==> src/hw/sft_pkg.sv <==
// package for the static ram functional pattern tester
package sft_pkg;

  localparam int unsigned ADDR_W      = 21;            // 2M locations
  localparam int unsigned DATA_W      = 8;
  localparam logic [20:0] MAX_ADDR_RST = 21'h1FFFFF;   // default highest address
  localparam logic [7:0]  CHK_DATA    = 8'h55;         // checkerboard seed
  localparam logic [7:0]  MARCH_DATA  = 8'h55;
  localparam logic [7:0]  ZERO_DATA   = 8'h00;
  localparam logic [7:0]  ONES_DATA   = 8'hFF;
  // memory access time 25 ns at 5 ns per cycle, rounded up
  localparam int unsigned ACC_NS      = 25;
  localparam int unsigned CLK_NS      = 5;
  localparam logic [3:0]  ACC_CYC     = 4'((ACC_NS + CLK_NS - 1) / CLK_NS);

  // pattern family selection
  typedef enum logic [2:0] {
    SFT_PAT_CHK   = 3'h0,
    SFT_PAT_MARCH = 3'h1,
    SFT_PAT_SOLID = 3'h2,
    SFT_PAT_OE    = 3'h3,
    SFT_PAT_CS    = 3'h4
  } sft_pat_e;

  // memory pins, outputs of the engine
  typedef struct packed {
    logic [20:0] addr;
    logic [7:0]  wdata;
    logic        data_oe_n;          // low while engine drives data
    logic        write_low;
    logic        output_enable_low;
    logic        chip_select_low;
  } sft_mem_s;

  // captured failure record
  typedef struct packed {
    logic [20:0] addr;
    logic [7:0]  expected;
    logic [7:0]  observed;
  } sft_fail_s;

endpackage : sft_pkg

==> src/hw/sft_tester.sv <==
// pattern engine driving an 8-bit asynchronous static ram
`timescale 1ns/10ps
module sft_tester
  import sft_pkg::*;
(
  // clock and reset
  input  wire logic        mclk_i,
  input  wire logic        rst_i,
  // control
  input  wire logic        start_i,
  input  wire sft_pat_e    pattern_i,
  input  wire logic [20:0] max_addr_i,
  input  wire logic        clear_fail_i,
  // memory pins
  output sft_mem_s         mem_o,
  input  wire logic [7:0]  mem_data_i,
  input  wire logic        mem_data_z_i,     // high when data lines float
  // status
  output logic             busy_o,
  output logic             done_o,
  output logic             fail_o,
  output sft_fail_s        fail_info_o
);

  ////////////////////////////////////////////////////////////////////////////
  typedef enum logic [2:0] {
    ST_IDLE  = 3'h0,
    ST_SETUP = 3'h1,
    ST_WRITE = 3'h2,
    ST_READ  = 3'h3,
    ST_NEXT  = 3'h4
  } sft_state_e;

  sft_state_e   state_r, state_nxt;
  sft_pat_e     pat_r, pat_nxt;
  logic [2:0]   phase_r, phase_nxt;   // step inside the pattern
  logic [1:0]   op_r, op_nxt;         // operation inside one address
  logic [20:0]  addr_r, addr_nxt;
  logic [3:0]   wait_r, wait_nxt;
  logic [7:0]   exp_r, exp_nxt;
  logic         done_r, done_nxt;
  logic         fail_r, fail_nxt;
  sft_fail_s    finfo_r, finfo_nxt;
  sft_mem_s     mem_r, mem_nxt;
  logic [20:0]  top;
  logic         last_addr, descend;
  logic         is_write, last_op, last_phase;
  logic [7:0]   pat_byte;
  logic [20:0]  phys_addr;
  logic         mism;
  // synchroniser for asynchronous read data from the pins
  logic [8:0]   s1_r, s2_r, s3_r;

  ////////////////////////////////////////////////////////////////////////////
  // three-stage sampling; a value counts once stages two and three agree
  always_ff @(posedge mclk_i)
  begin
    if (rst_i)
    begin
      s1_r <= 9'h000;
      s2_r <= 9'h000;
      s3_r <= 9'h000;
    end
    else
    begin
      s1_r <= {mem_data_z_i, mem_data_i};
      s2_r <= s1_r;
      s3_r <= s2_r;
    end
  end

  ////////////////////////////////////////////////////////////////////////////
  // sequence decoding
  assign top = max_addr_i;
  // march steps three to six walk downward
  assign descend   = (pat_r == SFT_PAT_MARCH) && (phase_r >= 3'h2);
  // control checks make one access at address zero only
  assign last_addr = ((pat_r == SFT_PAT_OE) || (pat_r == SFT_PAT_CS)) ? 1'b1 :
                     descend ? (addr_r == 21'h000000) : (addr_r == top);
  // one-bit rotate right puts logical address bit 0 on physical address bit 20
  assign phys_addr = {addr_r[0], addr_r[20:1]};

  // what the current phase/op does and when the phase/pattern ends
  always_comb
  begin
    is_write   = 1'b0;
    last_op    = 1'b1;
    last_phase = 1'b0;
    pat_byte   = ZERO_DATA;
    unique case (pat_r)
      SFT_PAT_CHK:
      begin
        is_write   = ~phase_r[0];
        last_phase = (phase_r == 3'h3);
        pat_byte   = (addr_r[0] ^ phase_r[1]) ? ~CHK_DATA : CHK_DATA;
      end
      SFT_PAT_MARCH:
      begin
        unique case (phase_r)
          3'h0: is_write = 1'b1;
          3'h1, 3'h3:
          begin
            is_write = op_r[0];
            last_op  = (op_r == 2'h1);
          end
          3'h2, 3'h4:
          begin
            is_write = op_r[0];
            last_op  = (op_r == 2'h3);
          end
          default: is_write = 1'b0;
        endcase
        last_phase = (phase_r == 3'h5);
        // per-phase/op value, the same at every address within a phase
        pat_byte   = MARCH_DATA;
        if (((phase_r == 3'h2) && !op_r[1]) || (phase_r == 3'h3) ||
            ((phase_r == 3'h4) && op_r[1]))
          pat_byte = ~MARCH_DATA;
      end
      SFT_PAT_SOLID:
      begin
        is_write   = ~phase_r[0];
        last_phase = (phase_r == 3'h3);
        pat_byte   = phase_r[1] ? ONES_DATA : ZERO_DATA;
      end
      default:
      begin
        last_phase = 1'b1;                                // one access only
      end
    endcase
  end

  // read verify, data or float depending on pattern
  always_comb
  begin
    if ((pat_r == SFT_PAT_OE) || (pat_r == SFT_PAT_CS))
      mism = ~s3_r[8] || (s2_r != s3_r);
    else
      mism = (s3_r[7:0] != exp_r) || (s2_r != s3_r);
  end

  ////////////////////////////////////////////////////////////////////////////
  // next-state and pin values
  always_comb
  begin
    state_nxt = state_r;
    pat_nxt   = pat_r;
    phase_nxt = phase_r;
    op_nxt    = op_r;
    addr_nxt  = addr_r;
    wait_nxt  = wait_r;
    exp_nxt   = exp_r;
    done_nxt  = done_r;
    fail_nxt  = fail_r;
    finfo_nxt = finfo_r;
    mem_nxt   = mem_r;
    if (clear_fail_i)
      fail_nxt = 1'b0;
    unique case (state_r)
      ST_IDLE:
      begin
        mem_nxt.write_low         = 1'b1;
        mem_nxt.output_enable_low = 1'b1;
        mem_nxt.chip_select_low   = 1'b1;
        mem_nxt.data_oe_n         = 1'b1;
        if (start_i)
        begin
          pat_nxt   = pattern_i;
          phase_nxt = 3'h0;
          op_nxt    = 2'h0;
          addr_nxt  = 21'h000000;
          done_nxt  = 1'b0;
          state_nxt = ST_SETUP;
        end
      end
      ST_SETUP:
      begin
        // address, data and strobes all load on the same edge at the start of each access
        mem_nxt.addr              = phys_addr;
        mem_nxt.write_low         = 1'b1;
        mem_nxt.output_enable_low = 1'b1;
        mem_nxt.chip_select_low   = 1'b1;
        wait_nxt                  = ACC_CYC;
        if ((pat_r == SFT_PAT_OE) || (pat_r == SFT_PAT_CS))
        begin
          // each control check is its own single access
          mem_nxt.data_oe_n         = 1'b1;
          wait_nxt                  = ACC_CYC + 4'h3;      // synchroniser delay
          mem_nxt.chip_select_low   = (pat_r == SFT_PAT_OE) ? 1'b0 : 1'b1;
          mem_nxt.output_enable_low = (pat_r == SFT_PAT_CS) ? 1'b0 : 1'b1;
          state_nxt = ST_READ;
        end
        else if (is_write)
        begin
          // march complements what the previous access saw
          mem_nxt.wdata     = (pat_r == SFT_PAT_MARCH && phase_r != 3'h0) ? ~pat_byte : pat_byte;
          mem_nxt.data_oe_n = 1'b0;
          mem_nxt.chip_select_low = 1'b0;
          mem_nxt.write_low = 1'b0;
          state_nxt = ST_WRITE;
        end
        else
        begin
          exp_nxt  = pat_byte;
          wait_nxt = ACC_CYC + 4'h3;                      // synchroniser delay
          mem_nxt.data_oe_n         = 1'b1;
          mem_nxt.chip_select_low   = 1'b0;
          mem_nxt.output_enable_low = 1'b0;
          state_nxt = ST_READ;
        end
      end
      ST_WRITE:
      begin
        wait_nxt = wait_r - 4'h1;
        if (wait_r == 4'h0)
        begin
          mem_nxt.write_low       = 1'b1;
          mem_nxt.chip_select_low = 1'b1;
          state_nxt = ST_NEXT;
        end
      end
      ST_READ:
      begin
        // extra three cycles cover the input synchroniser
        wait_nxt = wait_r - 4'h1;
        if (wait_r == 4'h0)
        begin
          if (mism && !fail_r)
          begin
            fail_nxt       = 1'b1;
            finfo_nxt.addr = addr_r;
            finfo_nxt.expected = exp_r;
            finfo_nxt.observed = s3_r[7:0];
          end
          else if (mism)
            fail_nxt = 1'b1;
          mem_nxt.output_enable_low = 1'b1;
          mem_nxt.chip_select_low   = 1'b1;
          state_nxt = ST_NEXT;
        end
      end
      ST_NEXT:
      begin
        state_nxt = ST_SETUP;
        if (!last_op)
          op_nxt = op_r + 2'h1;
        else
        begin
          op_nxt = 2'h0;
          if (!last_addr)
            addr_nxt = descend ? addr_r - 21'h000001 : addr_r + 21'h000001;
          else if (!last_phase)
          begin
            phase_nxt = phase_r + 3'h1;
            // step three onward starts from the top
            addr_nxt  = (pat_r == SFT_PAT_MARCH && phase_r >= 3'h1) ? top : 21'h000000;
          end
          else
          begin
            done_nxt  = 1'b1;
            state_nxt = ST_IDLE;
          end
        end
      end
      default: state_nxt = ST_IDLE;
    endcase
  end

  ////////////////////////////////////////////////////////////////////////////
  // state registers
  always_ff @(posedge mclk_i)
  begin
    if (rst_i)
    begin
      state_r <= ST_IDLE;
      pat_r   <= SFT_PAT_CHK;
      phase_r <= 3'h0;
      op_r    <= 2'h0;
      addr_r  <= 21'h000000;
      wait_r  <= 4'h0;
      exp_r   <= ZERO_DATA;
      done_r  <= 1'b0;
      fail_r  <= 1'b0;
      finfo_r <= '0;
      mem_r   <= '{addr: 21'h000000, wdata: 8'h00, data_oe_n: 1'b1,
                   write_low: 1'b1, output_enable_low: 1'b1, chip_select_low: 1'b1};
    end
    else
    begin
      state_r <= state_nxt;
      pat_r   <= pat_nxt;
      phase_r <= phase_nxt;
      op_r    <= op_nxt;
      addr_r  <= addr_nxt;
      wait_r  <= wait_nxt;
      exp_r   <= exp_nxt;
      done_r  <= done_nxt;
      fail_r  <= fail_nxt;
      finfo_r <= finfo_nxt;
      mem_r   <= mem_nxt;
    end
  end

  // outputs
  assign mem_o       = mem_r;
  assign busy_o      = (state_r != ST_IDLE);
  assign done_o      = done_r;
  assign fail_o      = fail_r;
  assign fail_info_o = finfo_r;

endmodule : sft_tester

==> config.mk <==
export PLATFORM = sky130hd
export DESIGN_NAME = sft_tester
export DESIGN_NICKNAME = d
export VERILOG_FILES = /design/src/hw/sft_pkg.sv /design/src/hw/sft_tester.sv
export SDC_FILE = /design/constraint.sdc
export NUM_CORES = 1
export LEC_CHECK = 0
export ABC_AREA = 1
export BUFFER_PORTS_ARGS = -buffer_cell sky130_fd_sc_hd__buf_2
export CAP_MARGIN = 40
export CORE_MARGIN = 4
export CORE_UTILIZATION = 57
export CTS_CLUSTER_DIAMETER = 200
export DETAILED_ROUTE_END_ITERATION = 7
export HOLD_SLACK_MARGIN = 0.03
export PLACE_DENSITY = 0.81
export SLEW_MARGIN = 40
export SYNTH_ARGS = -nofsm -noshare
export SYNTH_HDL_FRONTEND = slang
export SYNTH_SLANG_ARGS = --single-unit
==> constraint.sdc <==
create_clock -name mclk_i -period 2.72 [get_ports mclk_i]
set_input_delay 0.544 -clock mclk_i [delete_from_list [all_inputs] [get_ports mclk_i]]
set_output_delay 0.544 -clock mclk_i [all_outputs]
set_load 0.02 [all_outputs]
==> results of run 1 <==
[sequential cells by signal, summed over array words and instances, names as in the netlist]
register,cells
addr_r,21
done_o,1
exp_r,2
fail_info_o,31
fail_o,1
mem_o,27
op_r,2
pat_r,3
phase_r,3
s1_r,9
s2_r,9
s3_r,9
state_r,3
wait_r,4
[kinds of logic after synthesis]
kind of cell	Yosys count	synth area share
AO/OA/AOI/OAI	183	0.147
adder cells (fa/ha/maj)	8	0.0142
AND/OR/NAND/NOR	527	0.331
XOR/XNOR	32	0.0399
buffers and inverters	182	0.113
flip-flops	125	0.356
[cells in the final DEF, fill, tap and decap left out, types with 4 or more instances in the layout]
| cell | n |
|---|---|
| ha_1 | 8 |
| clkbuf_16 | 17 |
| nor2_4 | 6 |
| nand2_4 | 6 |
| nand3_1 | 61 |
| nor2_1 | 103 |
| a31oi_1 | 5 |
| a21oi_1 | 106 |
| nand2_1 | 283 |
| xnor2_1 | 25 |
| dfxtp_1 | 125 |
| xor2_1 | 7 |
| nand4_1 | 37 |
| inv_2 | 5 |
| nand2_2 | 4 |
| nor3_1 | 8 |
| nand3b_1 | 4 |
| nor2_2 | 5 |
| a41oi_1 | 6 |
| o21ai_0 | 43 |
| inv_1 | 113 |
| buf_2 | 109 |
| inv_8 | 4 |
| buf_4 | 34 |
| inv_6 | 6 |
[layout make-up]
| cell class | count | area share |
|---|---|---|
| multi-input cells | 750 | 0.448 |
| flip-flops and latches | 125 | 0.300 |
| repair buffers | 145 | 0.101 |
| inverters | 119 | 0.0535 |
| clock buffers | 18 | 0.0526 |
| well taps | 168 | 0.0252 |
| clock inverters | 14 | 0.0207 |
[routing by layer]
metal | vias to the layer above | part of all wire | wire, um
li1 | 3625 | - | -
met1 | 3358 | 0.43 | 9290
met2 | 399 | 0.44 | 9600
met3 | 66 | 0.099 | 2170
met4 | 0 | 0.036 | 790
met5 | - | 0 | 0
[worst max-delay path by stage]
stage	depth (start not counted)	startpoint	end	slack, ps
after global routing	19	phase_r[1]	addr_r[16]	40
after CTS	15	phase_r[1]	addr_r[17]	300
after floorplan	18	pat_r[1]	addr_r[16]	710
final	15	phase_r[1]	addr_r[17]	230
after detailed placement	15	phase_r[1]	addr_r[17]	320
after global placement	14	phase_r[1]	addr_r[17]	320
[cells in the mapped netlist (all sizes together)]
library cell,number
nand3,63
clkinv,1
nand4,37
nand2,293
and2,2
a311oi,1
nor3,8
nand2b,1
a211oi,2
or2,3
a21o,1
dfxtp,125
a41oi,8
o211ai,3
nor4,2
o31ai,1
clkbuf,26
xor2,7
buf,37
o22ai,3
o21ai,44
o31a,1
a31oi,5
a21oi,107
o32ai,2
xnor2,25
nand3b,4
nor2,114
ha,8
o2111ai,1
o211a,1
inv,118
o21bai,3
[through the flow]
stage          std cells  total power (W)  hold slack, ps  worst slack [ps]
3_3_place_gp        1301          0.00471             390               321
5_1_grt             1339          0.00755             324              40.6
3_5_place_dp        1302          0.00475             394               324
6_report            1339          0.00717             313               234
4_1_cts             1334          0.00713             303               305
2_1_floorplan       1057          0.00408             388               711
[power breakdown]
| part | switching [W] | internal, W |
|---|---|---|
| clock | 0.000950 | 0.00141 |
| combinational | 0.00176 | 0.000778 |
| sequential | 0.000187 | 0.00209 |
[critical path: cells and delay by family (launching register included)]
kind            cells  cell delay, ps
compound gates      1             110
buf+inv             2             360
flops               1             420
simple gates       12            1540
==> results.txt, run 1 <==
Status = complete, no violations
Sequential-to-total area share from yosys stat = 0.356
Root buffer cell = clkbuf_16
Crit-path cells = inv_2 -> nand2_4 -> nand3_4 -> buf_4 -> nand2_1 -> nand2_1 -> nor2_1 -> nand2_1 -> nor2_1 -> nand3_1 -> nand3_1 -> nand2_1 -> nand3_1 -> nand2_1 -> a21oi_1
Gr busiest metal = met2
Mean cell area of the mapped netlist = 6.65 sq um
Antenna Cells = 0
Multi-input gate area = 3740 sq um
Fin crit share = 0.914
Initial Utilization = 0.583
Worst skew pair latency = 430 ps
Area of the mapped netlist = 7030 sq um
FF-to-FF End = addr_r[17]
Pwr dens = 859 nW/um^2
Routability congestion estimate = 1.03
Reg2Reg Setup Slack = 230 ps
Die area = 14200 sq um
Post-Syn Instances = 1057
Achievable Freq = 402 MHz
# hold bufs at CTS = 0
Vias = 7448
Gr usage total = 0.308
Number of synthesized register bits = 125
Clock Tree Buf Depth = 2
Drt drc = 0
Port Buffers = 109
CP required = 3090 ps
# Max-Cap Violations = 0
WHS Path Cells = 3
Area after DPL = 7700 sq um
Worst Hold End = s1_r[5]
Top cell type's share of synthesized area = 0.356
Yosys warnings = 0
Sum Neg Setup Slack = 0 ps
Hold Fails Final Rpt = 0
Fin. max-slew vios = 0
Synth-to-Final Area Change = 18.7%
Synth top area cells = dfxtp_1 36%, nand2_1 15%, a21oi_1 7.5%, inv_1 6.0%, nor2_1 5.5%
CTS tree = done
DP Wirelength = 15.6 mm
Fin crit period = 2490 ps
Worst Path Max Fanout = 16
Hold_sp = mem_data_i[5]
Final #Nets = 1203
WL final = 21.8 mm
Critical path type = reg2reg
Critical path endpoint category = flip-flop
Post-CTS setup buffers = 0
RSZ-0062 raised after global routing = no
Post-route cell area = 8350 sq um
Actual slew at the worst max-slew pin = 695 ps
Met1 Resource Use GR = 0.410
CP most frequent cell = nand2_1
Relative slew margins = 0.533
Die Height = 119 um
Htree depth = 4
Max incr delay on CP = 420 ps
Antenna violations before repair = 0
Worst EP arrival = 2860 ps
Share of cells above drive strength 1 = 0.182
CTS sink cnt = 125
Num CTS Buffers = 17
CTS resizes = 0
Worst-path cell with the longest stage delay = dfxtp_1
Post-synth cell types = 48
1st-pass router iterations = 5
Remaining antenna violation count after routing = 0
HP Class = in2reg
Vias per cell = 5.56
Area leader, netlist = dfxtp_1
# rows = 40
Avg WL per Cell = 16.3 um
Filler cells = 1064
GRT met3 Usage = 0.0717
Reg-to-reg startpoint = phase_r[1]
Fin util = 0.692
Worst Skew = 18.0 ps
GRT overflow = 0
Met2 Usage GRT = 0.465
Worst R2R Path Depth = 15
CTS clock-pin slew for the worst setup and hold paths = 70 ps
Die Wd = 119 um
Global-route wire length before repair = 34.8 mm
Type of origin of the critical path = flip-flop
Leak = 3.81 nW
1st-iter DRT viols = 791
Vias in the first global route = 6871
Core ar. = 12100 sq um
Maximum vdd drop = 0.468 mV
Largest net degree at the start of global routing = 56
Reg area = 2500 sq um
Final setup fails = 0
IO Pins = 110
Post-Syn Nets = 1102
Power figures use the tool's default switching activity.
==> inputs of run 2 (changes only) <==
--- a/config.mk
+++ b/config.mk
@@ -9,11 +9,12 @@
 export BUFFER_PORTS_ARGS = -buffer_cell sky130_fd_sc_hd__buf_2
 export CAP_MARGIN = 40
 export CORE_MARGIN = 4
-export CORE_UTILIZATION = 57
+export CORE_UTILIZATION = 62
+export CTS_BUF_LIST = sky130_fd_sc_hd__clkbuf_4 sky130_fd_sc_hd__clkbuf_8 sky130_fd_sc_hd__clkbuf_16
 export CTS_CLUSTER_DIAMETER = 200
 export DETAILED_ROUTE_END_ITERATION = 7
 export HOLD_SLACK_MARGIN = 0.03
-export PLACE_DENSITY = 0.81
+export PLACE_DENSITY = 0.87
 export SLEW_MARGIN = 40
 export SYNTH_ARGS = -nofsm -noshare
 export SYNTH_HDL_FRONTEND = slang
==> constraint.sdc (replaced) <==
create_clock -name mclk_i -period 3.2 [get_ports mclk_i]
set_input_delay 0.64 -clock mclk_i [delete_from_list [all_inputs] [get_ports mclk_i]]
set_output_delay 0.64 -clock mclk_i [all_outputs]
set_load 0.02 [all_outputs]
==> results.txt, run 2 (synthesis results as in run 1) <==
Type of origin of the critical path = flip-flop
Most frequent cells in the layout = 283 x nand2_1, 125 x dfxtp_1, 113 x inv_1, 109 x buf_2, 106 x a21oi_1
CTS sink cnt = 125 (unchanged)
Die Height = 114 um (-3.8%)
Antenna violations before repair = 0 (unchanged)
Non-filler instance count after layout = 1291 (-3.6%)
Final setup fails = 0 (unchanged)
Clock Tree Buf Depth = 2 (unchanged)
Fin. max-slew vios = 0 (unchanged)
Placed cells = 1259 (-3.3%)
WL final = 20.7 mm (-5.3%)
Multi-input gate area = 3740 sq um (unchanged)
Worst Skew = 11.1 ps (-6.86 ps)
Post-CTS setup buffers = 0 (unchanged)
Drt drc = 0 (unchanged)
Status = complete, no violations
Internal power = 0.00352 W (-18%)
Clock power frac = 0.318 (-0.012)
Critical path endpoint category = flip-flop
Critical path type = reg2reg
CP required = 3540 ps (+450 ps)
Root buffer cell = clkbuf_16
Worst skew pair latency = 420 ps (about the same)
CTS clock-pin slew for the worst setup and hold paths = 60 ps (about the same)
Synth-to-Final Area Change = 15.5%
Sw frac = 0.401 (-0.00282)
Core ar. = 11000 sq um (-8.9%)
Vias per cell = 5.76 (+3.6%)
Worst EP arrival = 3000 ps (+140 ps)
RSZ-0062 raised after global routing = no
Die Wd = 114 um (-3.8%)
Fin crit share = 0.830 (-0.0844)
1st-pass router iterations = 6 (+1)
Switch Pwr = 0.00235 W (-19%)
IO Pins = 110 (unchanged)
Commonest non-fill, non-tap cell in the layout = nand2_1
Worst Path Max Fanout = 25 (+9)
GRT overflow = 0 (unchanged)
DP Wirelength = 14.6 mm (-6.0%)
CTS resizes = 0 (unchanged)
Antenna Cells = 0 (unchanged)
CTS tree = done
Achievable Freq = 377 MHz (-6.4%)
Maximum vdd drop = 0.544 mV (+16%)
HP Class = reg2reg
Sequential share of power = 0.332 (+0.015)
Largest net degree at the start of global routing = 51 (-8.9%)
Vias in the first global route = 6952 (+1.2%)
Area after DPL = 7540 sq um (-2.1%)
Reg area = 2500 sq um (unchanged)
Fin crit period = 2660 ps (+169 ps)
Filler cells = 892 (-16%)
Htree depth = 4 (unchanged)
# Max-Cap Violations = 0 (unchanged)
Share of cells above drive strength 1 = 0.169 (-0.0133)
Vias = 7437 (-0.15%)
Gr usage total = 0.322 (+0.0147)
Initial Utilization = 0.640 (+0.0572)
Num CTS Buffers = 17 (unchanged)
Relative slew margins = 0.604 (+0.0710)
Global-route wire length before repair = 33.9 mm (-2.6%)
Leak = 3.69 nW (-3.2%)
Pwr dens = 723 nW/um^2 (-16%)
Port Buffers = 109 (unchanged)
Max FFs per register = 31 (unchanged)
Avg WL per Cell = 16.0 um (-1.8%)
# rows = 38 (-5.0%)
Sum Neg Setup Slack = 0 ps (unchanged)
Actual slew at the worst max-slew pin = 594 ps (-101 ps)
Remaining antenna violation count after routing = 0 (unchanged)
# hold bufs at CTS = 0 (unchanged)
Hold Fails Final Rpt = 0 (unchanged)
Final #Nets = 1183 (-1.7%)
Comb pwr share = 0.350 (-0.003)
Routability congestion estimate = 1.07 (+3.5%)
Post-route cell area = 8120 sq um (-2.7%)
Die area = 13100 sq um (-7.5%)
1st-iter DRT viols = 671 (-15%)
==> run 2: changes by cell type in the layout (fill, tap and decap cells not counted) <==
cell	previous run	this run
bufinv_16	2	1
inv_6	6	2
clkbuf_8	1	2
buf_4	34	15
clkinvlp_4	2	5
clkinv_4	0	3
clkbuf_4	0	2
clkinv_2	0	1
inv_8	4	0
clkinv_1	1	0
buf_12	2	1
==> run 2: critical path, stage by stage, from the launching register on <==
cell	delay, ps
dfxtp_1	430
inv_2	100
nand2_4	230
nand3_4	210
inv_2	200
nand3_1	90
nor2_1	150
nor2_1	70
nand3_1	100
nand2_1	80
nand2_1	420
buf_4	270
nand2_1	70
a21oi_1	130
==> run 2: metrics by stage <==
stage | total power [W] | setup slack, ps | utilization | hold slack [ps]
final | 0.00587 | 545 | 0.739 | 399
after global routing | 0.00618 | 228 | 0.739 | 408
after CTS | 0.00583 | 580 | 0.739 | 399
after detailed placement | 0.00397 | 623 | 0.686 | 392
after global placement | 0.00393 | 665 | 0.685 | 389
after floorplan | 0.00347 | 1190 | - | 388
==> run 2: power groups by stage <==
| stage | clock, W | combinational, W | sequential [W] |
|---|---|---|---|
| finish | 0.00187 | 0.00206 | 0.00195 |
| floorplan | 0 | 0.00140 | 0.00207 |
| detailed placement | 0 | 0.00200 | 0.00197 |
| CTS | 0.00187 | 0.00203 | 0.00194 |
| global placement | 0 | 0.00197 | 0.00196 |
| global route | 0.00194 | 0.00228 | 0.00197 |
==> run 2: layer usage <==
layer,vias to the layer above,GRT usage,part of all wire
met5,-,0,0
met1,3375,0.422,0.42
met3,66,0.0655,0.089
met4,0,0.162,0.039
li1,3580,-,-
met2,416,0.504,0.45
==> run 2: worst paths after layout <==
check / from / endpoint / slack (ps) / cells past startpoint
setup / recovery: phase_r[1] / addr_r[0] / 540 / 13
hold / removal: s1_r[7] / s2_r[7] / 400 / 2
setup reg to reg: phase_r[1] / addr_r[0] / 540 / 13
hold reg to reg: s1_r[7] / s2_r[7] / 400 / 2
==> run 2: cell type report <==
class / instances / share of cell area
multi-input cells: 750 / 0.460
flip-flops and latches: 125 / 0.308
repair buffers: 125 / 0.0835
clock buffers: 21 / 0.0576
inverters: 119 / 0.0552
well taps: 140 / 0.0216
clock inverters: 11 / 0.0137
